===== src/include/dmcr_pkg.sv =====
// package: register map, field positions and reset values of the dac mode-control bank
package dmcr_pkg;
   // register addresses as seen in the control word (7-bit index)
   localparam logic [6:0] DMCR_ADDR_MODE_A   = 7'h13;
   localparam logic [6:0] DMCR_ADDR_MODE_B   = 7'h14;
   localparam logic [6:0] DMCR_ADDR_ZF_EN    = 7'h15;
   localparam logic [6:0] DMCR_ADDR_ZF_STAT  = 7'h16;
   localparam logic [6:0] DMCR_ADDR_DEV_ID   = 7'h17;
   // mode_select_a field positions
   localparam int DMCR_A_PHASE_INVERT   = 7;
   localparam int DMCR_A_ATTEN_RATE_LSB = 5;
   localparam int DMCR_A_OUTPUT_DISABLE = 4;
   localparam int DMCR_A_BYPASS_STEREO  = 2;
   localparam int DMCR_A_ROLLOFF        = 1;
   localparam int DMCR_A_ZERO_RUN_MUTE  = 0;
   // mode_select_b field positions
   localparam int DMCR_B_SOFT_RESET     = 6;
   localparam int DMCR_B_STREAM_MODE    = 5;
   localparam int DMCR_B_FILTER_BYPASS  = 4;
   localparam int DMCR_B_SINGLE_CHAN    = 3;
   localparam int DMCR_B_SINGLE_CHANNEL_MODE_SELECT    = 2;
   localparam int DMCR_B_MOD_RATE_LSB   = 0;
   // zero_flag_enable field positions
   localparam int DMCR_Z_STREAM_PAT_LSB = 1;
   localparam int DMCR_Z_PCM_ENABLE     = 0;
   // writable masks; reserved bits read zero
   localparam logic [7:0] DMCR_MASK_A = 8'hF7;
   localparam logic [7:0] DMCR_MASK_B = 8'h3F;
   localparam logic [7:0] DMCR_MASK_Z = 8'h07;
   // reset values
   localparam logic [7:0] DMCR_RST_A  = 8'h00;
   localparam logic [7:0] DMCR_RST_B  = 8'h00;
   localparam logic [7:0] DMCR_RST_Z  = 8'h01;
   // serial control word length
   localparam int DMCR_WORD_BITS = 16;
   // soft mute ramp length in attenuation steps
   localparam int DMCR_MUTE_STEPS = 256;
endpackage


===== src/dmcr_regs.sv =====
// mode-control register bank with serial control port of the stereo dac
`timescale 1ns/10ps
`default_nettype none

// Overview of operation
// bit 15 picks write (0) or read (1)
// phase invert flips both channel polarities
// rate field: step every 1,2,4,8 word clocks
// output disable forces both outputs to zero
// bypass stereo: single_channel_mode data or zero-pin pair
// rolloff select: sharp at 0, slow at 1
// zero run mute holds zero on both zero
// no zero run mute in stream mode
// soft reset bit makes one reset pulse
// stream bit enables one-bit stream mode
// filter bypass takes external filter data
// single channel mode drives both converters balanced
// single_channel_mode select left/right only when single_channel_mode
// rate field 64,32,128 times; 11 reserved
// host avoids 128x above 100 kHz
// stream mode: rate field picks bit clock
// stream zero pattern: off, even, 96h
// pcm zero flag enable, defaults to one
// zero flags read the zero pin states
// read-only registers always answer reads
// five-bit part identifier readable
// all controls reset zero, pcm enable one
// soft mute ramps through 256 steps
// reset bit self-clears; reserved reads zero
module dmcr_regs
   import dmcr_pkg::*;
#(
   parameter logic [4:0] PART_ID = 5'h0A   // arbitrary neutral identifier value
)(
   input  wire logic       mclk_i,            // system clock, 100 MHz
   input  wire logic       resetn_i,          // async reset, active low
   input  wire logic       ctl_sclk_i,        // serial control clock pin
   input  wire logic       ctl_csn_i,         // serial control select pin, active low
   input  wire logic       ctl_sdi_i,         // serial control data in pin
   input  wire logic       word_clock_i,      // word clock pin
   input  wire logic       left_zero_det_i,   // left channel zero detected (same clock)
   input  wire logic       right_zero_det_i,  // right channel zero detected (same clock)
   output logic            ctl_sdo_o,         // serial readback data
   output logic            ctl_sdo_oen_o,     // readback enable, low while driving
   output logic            phase_invert_o,    // invert both outputs
   output logic [1:0]      atten_step_rate_o, // attenuator step rate code
   output logic            atten_step_o,      // one-cycle attenuator step pulse
   output logic            output_disable_o,  // force bipolar zero level
   output logic            bypass_stereo_o,   // bypass stereo select
   output logic            rolloff_select_o,  // 1 = slow rolloff
   output logic            zero_mute_o,       // hold outputs at bipolar zero
   output logic            soft_reset_o,      // one-cycle internal reset pulse
   output logic            stream_mode_o,     // one-bit stream mode active
   output logic            filter_bypass_o,   // internal filter bypassed
   output logic            single_channel_o,  // single_channel_mode balanced operation
   output logic            single_channel_mode_right_o,      // single_channel_mode source: 1 = right
   output logic [1:0]      modulator_rate_o,  // modulator rate / stream bit clock code
   output logic            zero_pins_data_o,  // zero pins used as data inputs
   output logic            left_zero_pin_o,   // left zero flag pin
   output logic            right_zero_pin_o,  // right zero flag pin
   output logic [7:0]      mute_level_o       // soft mute ramp position, 255 = none
);

   // ------------------------------------------------------------
   // pin synchronisers
   // ------------------------------------------------------------
   logic [1:0] sclk_sync_q;
   logic [1:0] csn_sync_q;
   logic [1:0] sdi_sync_q;
   logic [1:0] wclk_sync_q;
   logic       sclk_last_q;
   logic       wclk_last_q;

   // two stages per pin; only stage 1 feeds logic
   always_ff @(posedge mclk_i or negedge resetn_i)
   begin
      if (!resetn_i)
      begin
         sclk_sync_q <= 2'h0;
         csn_sync_q  <= 2'h3;
         sdi_sync_q  <= 2'h0;
         wclk_sync_q <= 2'h0;
         sclk_last_q <= 1'b0;
         wclk_last_q <= 1'b0;
      end
      else
      begin
         sclk_sync_q <= {sclk_sync_q[0], ctl_sclk_i};
         csn_sync_q  <= {csn_sync_q[0], ctl_csn_i};
         sdi_sync_q  <= {sdi_sync_q[0], ctl_sdi_i};
         wclk_sync_q <= {wclk_sync_q[0], word_clock_i};
         sclk_last_q <= sclk_sync_q[1];
         wclk_last_q <= wclk_sync_q[1];
      end
   end

   logic sclk_rise;
   logic sclk_fall;
   logic sel;
   logic wclk_rise;
   assign sclk_rise = sclk_sync_q[1] & ~sclk_last_q;
   assign sclk_fall = ~sclk_sync_q[1] & sclk_last_q;
   assign sel       = ~csn_sync_q[1];
   assign wclk_rise = wclk_sync_q[1] & ~wclk_last_q;

   // ------------------------------------------------------------
   // control registers
   // ------------------------------------------------------------
   logic [7:0] mode_a_q;
   logic [7:0] mode_b_q;
   logic [7:0] zf_en_q;
   logic       soft_reset_q;

   // read mux; reserved bits and the write-only reset bit read zero
   function automatic logic [7:0] read_reg(input logic [6:0] addr);
      logic [7:0] v;
      v = 8'h00;
      unique case (addr)
         DMCR_ADDR_MODE_A:  v = mode_a_q;
         DMCR_ADDR_MODE_B:  v = mode_b_q & ~(8'h01 << DMCR_B_SOFT_RESET);
         DMCR_ADDR_ZF_EN:   v = zf_en_q;
         DMCR_ADDR_ZF_STAT: v = {6'h00, right_zero_pin_o, left_zero_pin_o};
         DMCR_ADDR_DEV_ID:  v = {3'h0, PART_ID};
         default:           v = 8'h00;
      endcase
      return v;
   endfunction

   // ------------------------------------------------------------
   // serial control word shifter
   // ------------------------------------------------------------
   logic [15:0] shift_q;
   logic [4:0]  bit_cnt_q;
   logic [7:0]  rd_shift_q;
   logic        wr_stb;
   logic [7:0]  rd_word;

   // readback byte for the header just taken; a process, so it follows the registers too
   always_comb rd_word = read_reg(shift_q[6:0]);

   // word bits: [15] read/write, [14:8] address, [7:0] data
   assign wr_stb  = sclk_rise & sel & (bit_cnt_q == 5'(DMCR_WORD_BITS - 1))
                    & ~shift_q[14];

   // shift data in on rising edges, count bits within a frame
   always_ff @(posedge mclk_i or negedge resetn_i)
   begin
      if (!resetn_i)
      begin
         shift_q   <= 16'h0000;
         bit_cnt_q <= 5'h00;
      end
      else if (!sel)
      begin
         bit_cnt_q <= 5'h00;
      end
      else if (sclk_rise && bit_cnt_q != 5'(DMCR_WORD_BITS))
      begin
         shift_q   <= {shift_q[14:0], sdi_sync_q[1]};
         bit_cnt_q <= bit_cnt_q + 5'h01;
      end
   end

   // readback: once header is in, load data and shift out on falling edges
   always_ff @(posedge mclk_i or negedge resetn_i)
   begin
      if (!resetn_i)
      begin
         rd_shift_q    <= 8'h00;
         ctl_sdo_o     <= 1'b0;
         ctl_sdo_oen_o <= 1'b1;
      end
      else if (!sel)
      begin
         ctl_sdo_oen_o <= 1'b1;
         ctl_sdo_o     <= 1'b0;
      end
      else if (sclk_fall && bit_cnt_q == 5'h08 && shift_q[7])
      begin
         rd_shift_q    <= {rd_word[6:0], 1'b0};
         ctl_sdo_o     <= rd_word[7];
         ctl_sdo_oen_o <= 1'b0;
      end
      else if (sclk_fall && bit_cnt_q > 5'h08 && !ctl_sdo_oen_o)
      begin
         ctl_sdo_o  <= rd_shift_q[7];
         rd_shift_q <= {rd_shift_q[6:0], 1'b0};
      end
   end

   logic [6:0] wr_addr;
   logic [7:0] wr_data;
   assign wr_addr = shift_q[13:7];
   assign wr_data = {shift_q[6:0], sdi_sync_q[1]};

   // register writes; soft reset returns controls to defaults
   always_ff @(posedge mclk_i or negedge resetn_i)
   begin
      if (!resetn_i)
      begin
         mode_a_q <= DMCR_RST_A;
         mode_b_q <= DMCR_RST_B;
         zf_en_q  <= DMCR_RST_Z;
      end
      else if (soft_reset_q)
      begin
         mode_a_q <= DMCR_RST_A;
         mode_b_q <= DMCR_RST_B;
         zf_en_q  <= DMCR_RST_Z;
      end
      else if (wr_stb)
      begin
         // read-only addresses fall through untouched
         if (wr_addr == DMCR_ADDR_MODE_A)
            mode_a_q <= wr_data & DMCR_MASK_A;
         if (wr_addr == DMCR_ADDR_MODE_B)
            mode_b_q <= wr_data & DMCR_MASK_B & ~(8'h01 << DMCR_B_SOFT_RESET);
         if (wr_addr == DMCR_ADDR_ZF_EN)
            zf_en_q  <= wr_data & DMCR_MASK_Z;
      end
   end

   // soft reset bit is never stored: it makes a single pulse
   always_ff @(posedge mclk_i or negedge resetn_i)
   begin
      if (!resetn_i)
         soft_reset_q <= 1'b0;
      else
         soft_reset_q <= wr_stb && wr_addr == DMCR_ADDR_MODE_B
                         && wr_data[DMCR_B_SOFT_RESET];
   end

   // ------------------------------------------------------------
   // attenuator step timing and soft mute ramp
   // ------------------------------------------------------------
   logic [2:0] wclk_div_q;
   logic [7:0] mute_q;
   logic       step;
   logic [2:0] rate_mask;
   assign rate_mask = 3'((4'h1 << mode_a_q[DMCR_A_ATTEN_RATE_LSB +: 2]) - 4'h1);
   assign step = wclk_rise & ((wclk_div_q & rate_mask) == 3'h0);

   // divide word clock by 1,2,4,8
   always_ff @(posedge mclk_i or negedge resetn_i)
   begin
      if (!resetn_i)
         wclk_div_q <= 3'h0;
      else if (wclk_rise)
         wclk_div_q <= wclk_div_q + 3'h1;
   end

   logic zero_both;
   logic zero_mute_d;
   assign zero_both   = left_zero_det_i & right_zero_det_i;
   assign zero_mute_d = mode_a_q[DMCR_A_ZERO_RUN_MUTE] & zero_both
                        & ~mode_b_q[DMCR_B_STREAM_MODE];

   // 256-step ramp toward mute while zero-run mute holds, back up otherwise
   always_ff @(posedge mclk_i or negedge resetn_i)
   begin
      if (!resetn_i)
         mute_q <= 8'hFF;
      else if (step && zero_mute_d && mute_q != 8'h00)
         mute_q <= mute_q - 8'h01;
      else if (step && !zero_mute_d && mute_q != 8'(DMCR_MUTE_STEPS - 1))
         mute_q <= mute_q + 8'h01;
   end

   // ------------------------------------------------------------
   // registered control outputs
   // ------------------------------------------------------------
   logic flags_on;
   assign flags_on = mode_b_q[DMCR_B_STREAM_MODE]
                     ? (zf_en_q[DMCR_Z_STREAM_PAT_LSB +: 2] != 2'h0)
                     : zf_en_q[DMCR_Z_PCM_ENABLE];

   always_ff @(posedge mclk_i or negedge resetn_i)
   begin
      if (!resetn_i)
      begin
         phase_invert_o    <= 1'b0;
         atten_step_rate_o <= 2'h0;
         atten_step_o      <= 1'b0;
         output_disable_o  <= 1'b0;
         bypass_stereo_o   <= 1'b0;
         rolloff_select_o  <= 1'b0;
         zero_mute_o       <= 1'b0;
         soft_reset_o      <= 1'b0;
         stream_mode_o     <= 1'b0;
         filter_bypass_o   <= 1'b0;
         single_channel_o  <= 1'b0;
         single_channel_mode_right_o      <= 1'b0;
         modulator_rate_o  <= 2'h0;
         zero_pins_data_o  <= 1'b0;
         left_zero_pin_o   <= 1'b0;
         right_zero_pin_o  <= 1'b0;
         mute_level_o      <= 8'hFF;
      end
      else
      begin
         phase_invert_o    <= mode_a_q[DMCR_A_PHASE_INVERT];
         atten_step_rate_o <= mode_a_q[DMCR_A_ATTEN_RATE_LSB +: 2];
         atten_step_o      <= step;
         output_disable_o  <= mode_a_q[DMCR_A_OUTPUT_DISABLE];
         bypass_stereo_o   <= mode_a_q[DMCR_A_BYPASS_STEREO];
         rolloff_select_o  <= mode_a_q[DMCR_A_ROLLOFF];
         zero_mute_o       <= zero_mute_d & (mute_q == 8'h00);
         soft_reset_o      <= soft_reset_q;
         stream_mode_o     <= mode_b_q[DMCR_B_STREAM_MODE];
         filter_bypass_o   <= mode_b_q[DMCR_B_FILTER_BYPASS];
         single_channel_o  <= mode_b_q[DMCR_B_SINGLE_CHAN];
         single_channel_mode_right_o      <= mode_b_q[DMCR_B_SINGLE_CHAN]
                              & mode_b_q[DMCR_B_SINGLE_CHANNEL_MODE_SELECT];
         modulator_rate_o  <= mode_b_q[DMCR_B_MOD_RATE_LSB +: 2];
         zero_pins_data_o  <= mode_b_q[DMCR_B_FILTER_BYPASS]
                              & mode_a_q[DMCR_A_BYPASS_STEREO];
         left_zero_pin_o   <= flags_on & left_zero_det_i;
         right_zero_pin_o  <= flags_on & right_zero_det_i;
         mute_level_o      <= mute_q;
      end
   end
endmodule

`default_nettype wire

===== config.mk =====
export PLATFORM = sky130hd
export DESIGN_NAME = dmcr_regs
export DESIGN_NICKNAME = d
export VERILOG_FILES = /design/src/include/dmcr_pkg.sv /design/src/dmcr_regs.sv
export SDC_FILE = /design/constraint.sdc
export NUM_CORES = 1
export LEC_CHECK = 0
export BUFFER_PORTS_ARGS = -buffer_cell sky130_fd_sc_hd__buf_2
export CAP_MARGIN = 20
export CORE_MARGIN = 4
export CORE_UTILIZATION = 40
export DETAILED_ROUTE_END_ITERATION = 6
export PLACE_DENSITY_LB_ADDON = 0.15
export SLEW_MARGIN = 10
export SYNTH_ARGS = -nofsm -noshare
export SYNTH_HDL_FRONTEND = slang
export SYNTH_SLANG_ARGS = --single-unit

===== constraint.sdc =====
create_clock -name mclk_i -period 4.5 [get_ports mclk_i]
set_input_delay 0.675 -clock mclk_i [delete_from_list [all_inputs] [get_ports mclk_i]]
set_output_delay 0.675 -clock mclk_i [all_outputs]
set_load 0.02 [all_outputs]

==> flow_metrics.env <==
export IMPL_status="complete, no violations"
export IMPL_pwr_density_cell_nw_per_um2=457
export IMPL_synth_top_family_by_area="simple AND/OR/NAND/NOR gates"
export IMPL_core_um2=9370
export IMPL_yosysTopAreaCell="dfrtp_1"
export IMPL_io_buffers=35
export IMPL_arrival_ns=2.93
export IMPL_syn_area_um2=3910
export IMPL_hp_class="in -> async"
export IMPL_rsz0062_at_grt="no"
export IMPL_ys_ff_latch=93
export IMPL_yosys_area_share_simple_pct=13.0
export IMPL_ys_flop_type="dfrtp_1"
export IMPL_drc=0
export IMPL_die_w_um=107
export IMPL_antenna_found_initial=0
export IMPL_clock_skew_ns=0.0133
export IMPL_syn_to_final_growth_pct=14.4
export IMPL_grt_ovfl_total=0
export IMPL_yosysWarnings=0
export IMPL_critPathRequiredTime_ns=4.79
export IMPL_synth_edff_count=0
export IMPL_synth_top_cell_area_share_pct=46.7
export IMPL_post_cts_buffers=0
export IMPL_cts_made_buffers=9
export IMPL_fmax_mhz=379
export IMPL_finalHoldViolations=0
export IMPL_clk_pin_slew_ns=0.10
export IMPL_drt_pass1_iterations=4
export IMPL_grt_pass1_wl_mm=12.5
export IMPL_grt_use_total_pct=13.9
export IMPL_irDropWorstVdd_mv=0.253
export IMPL_cp_max_fo=8
export IMPL_synth_seq_area_share_pct=60.1
export IMPL_netlist_top_cells_count="dfrtp_1, nor2_1, nand2_1, dfstp_2, mux2_2"
export IMPL_hpwlAfterDp_mm=5.06
export IMPL_clock_root_buffer="clkbuf_8"
export IMPL_cts_buffer_depth=2
export IMPL_hold_ws_ns=0.355
export IMPL_worstSkewPairLatency_ns=0.36
export IMPL_async_flop_share_pct=100
export IMPL_end_kind="register"
export IMPL_seq_area_um2=2350
export IMPL_cts_hold_buf=0
export IMPL_cts_tree="done"
export IMPL_start_util_pct=41.7
export IMPL_ctsResizeCount=0
export IMPL_fin_setup_tns_ns=0
export IMPL_multi_input_area_um2=1480
export IMPL_nets=380
export IMPL_drtAntennaViolNets=0
export IMPL_synth_distinct_cells=48
export IMPL_synth_nets=341
export IMPL_start_kind="register"
export IMPL_slowest_stage="dfrtp_1"
export IMPL_grt_pass1_vias=2489
export IMPL_grt_max_degree=60
export IMPL_synth_compound_area_share_pct=8.44
export IMPL_muxShareOfSynthArea_pct=10.1
export IMPL_detail_route_wl_per_cell_um=15.1
export IMPL_yosys_cell_count_top_type="dfrtp_1"
export IMPL_setup_violations_final=0
export IMPL_clkSinkCount=93
export IMPL_period_share_pct=58.7
export IMPL_critPathMaxStageDelay_ns=0.35
export IMPL_fillCellCount=874
export IMPL_gp_congestion=0.790
export IMPL_routed_wl_mm=7.45
export IMPL_die_h_um=107
export IMPL_ios=36
export IMPL_max_cap_violations=0
export IMPL_antennaDiodeCount=0
export IMPL_synth_area_leaders="dfrtp_1, dfstp_2, mux2_2, mux2i_1, ha_1"
export IMPL_die_area_um2=11400
export IMPL_yosys_area_share_adder_pct=3.71
export IMPL_slew_violations=0
export IMPL_rows=35
export IMPL_viasPerCell=4.99
export IMPL_leakage_nw=2.13
export IMPL_first_iter_violations=86
export IMPL_htreeDepth=3
export IMPL_worst_pin_slew_ns=0.718
export IMPL_drive_gt1_share_pct=26.8
export IMPL_avgSynthCellArea_um2=12.2
export IMPL_crit_path_cell_trace="nor2b_1 -> o211ai_1 -> nor3b_1 -> buf_4 -> ha_1 -> a21o_1 -> a21oi_1 -> o21ai_0 -> xor2_1 -> mux2_2"
export IMPL_final_min_clock_period_ns=2.64
export IMPL_netlist_instances=322
export IMPL_synth_xor_area_share_pct=2.69
export IMPL_worstSetupPathType="reg -> reg"
export IMPL_route_vias_total=2468
export IMPL_timing_slew_headroom_pct=52.1
export IMPL_totalPowerFinal_mw=2.05
-- worst max-delay path: cells and delay by family, from the launching register on --
family | cells | cell delay, ns
AOI/OAI and AO/OA | 4 | 0.82
and+or+nand+nor | 2 | 0.55
DFF | 1 | 0.35
muxes | 1 | 0.26
adders and majority gates | 1 | 0.23
buffers and inverters | 1 | 0.20
xor gates and xnor gates | 1 | 0.15
-- logic make-up (layout without fill, tap and decap cells) --
family / count (synthesis) / in the layout
AND/OR/NAND/NOR: 99 / 99
flip-flops: 93 / 93
AO/OA/AOI/OAI: 51 / 51
multiplexers: 37 / 37
buffers and inverters: 19 / 63
XOR/XNOR: 12 / 12
adder cells (fa/ha/maj): 11 / 11
-- final cells by class --
type	instances	share of cell area, %
Clock buffer	9	2.77
Sequential cell	93	52.6
Clock inverter	7	2.68
Inverter	9	0.755
Timing Repair Buffer	38	4.47
Tap cell	129	3.61
Multi-Input combinational cell	210	33.2
-- sequential cells by signal, summed over array words and instances (netlist names), 2 cells and up --
register,cells
sclk_sync_q,2
modulator_rate_o,2
mode_a_q,7
mode_b_q,6
wclk_div_q,3
atten_step_rate_o,2
wclk_sync_q,2
zf_en_q,3
mute_level_o,8
csn_sync_q,2
sdi_sync_q,2
rd_shift_q,7
bit_cnt_q,5
shift_q,15
mute_q,8
-- worst paths after layout --
check                               startpoint        endpoint  slack, ns  cells past startpoint
worst max-delay path            wclk_sync_q[1]       mute_q[5]       1.86                     10
worst min-delay path                  resetn_i   wclk_div_q[0]       0.36                      1
worst max register to register  wclk_sync_q[1]       mute_q[5]       1.86                     10
worst min register to register  sclk_sync_q[0]  sclk_sync_q[1]       0.36                      0
max in group asynchronous             resetn_i      zf_en_q[0]       3.18                      2
min in group mclk_i             sclk_sync_q[0]  sclk_sync_q[1]       0.36                      0
-- per-layer routing --
layer | wire length, um | vias to the layer above | track usage (%)
met2 | 3340 | 36 | 20.8
li1 | - | 1202 | -
met5 | 0 | - | 0
met3 | 195 | 16 | 2.83
met1 | 3740 | 1214 | 19.5
met4 | 169 | 0 | 6.21
-- per-stage QoR --
stage | utilization (%) | instances | setup slack, ns | area (um^2)
2_1_floorplan | - | 322 | 1.62 | 3910
6_report | 47.8 | 495 | 1.86 | 4480
5_1_grt | 47.8 | 495 | 1.59 | 4480
3_5_place_dp | 45.2 | 479 | 1.76 | 4230
4_1_cts | 47.8 | 495 | 1.85 | 4480
3_3_place_gp | 45.2 | 479 | 1.84 | 4230
-- placed cells by master, fill, tap and decap left out, types with 6 or more instances in the layout --
cell type   n
mux2i_1    17
xor2_1      7
dfrtp_1    73
nor2b_1     7
nand2_1    26
a21oi_1    11
nor2_1     27
dfstp_2    20
nor3_1      6
mux2_2     20
ha_1       10
o21ai_0    19
inv_1       9
clkbuf_8    9
buf_2      34
-- power breakdown --
part,internal (mW),leakage (nW),switching (mW)
Combinational,0.134,0.822,0.147
Clock,0.372,0.120,0.308
Sequential,0.963,1.19,0.123
Total,1.47,2.13,0.578
Power figures use the tool's default switching activity.
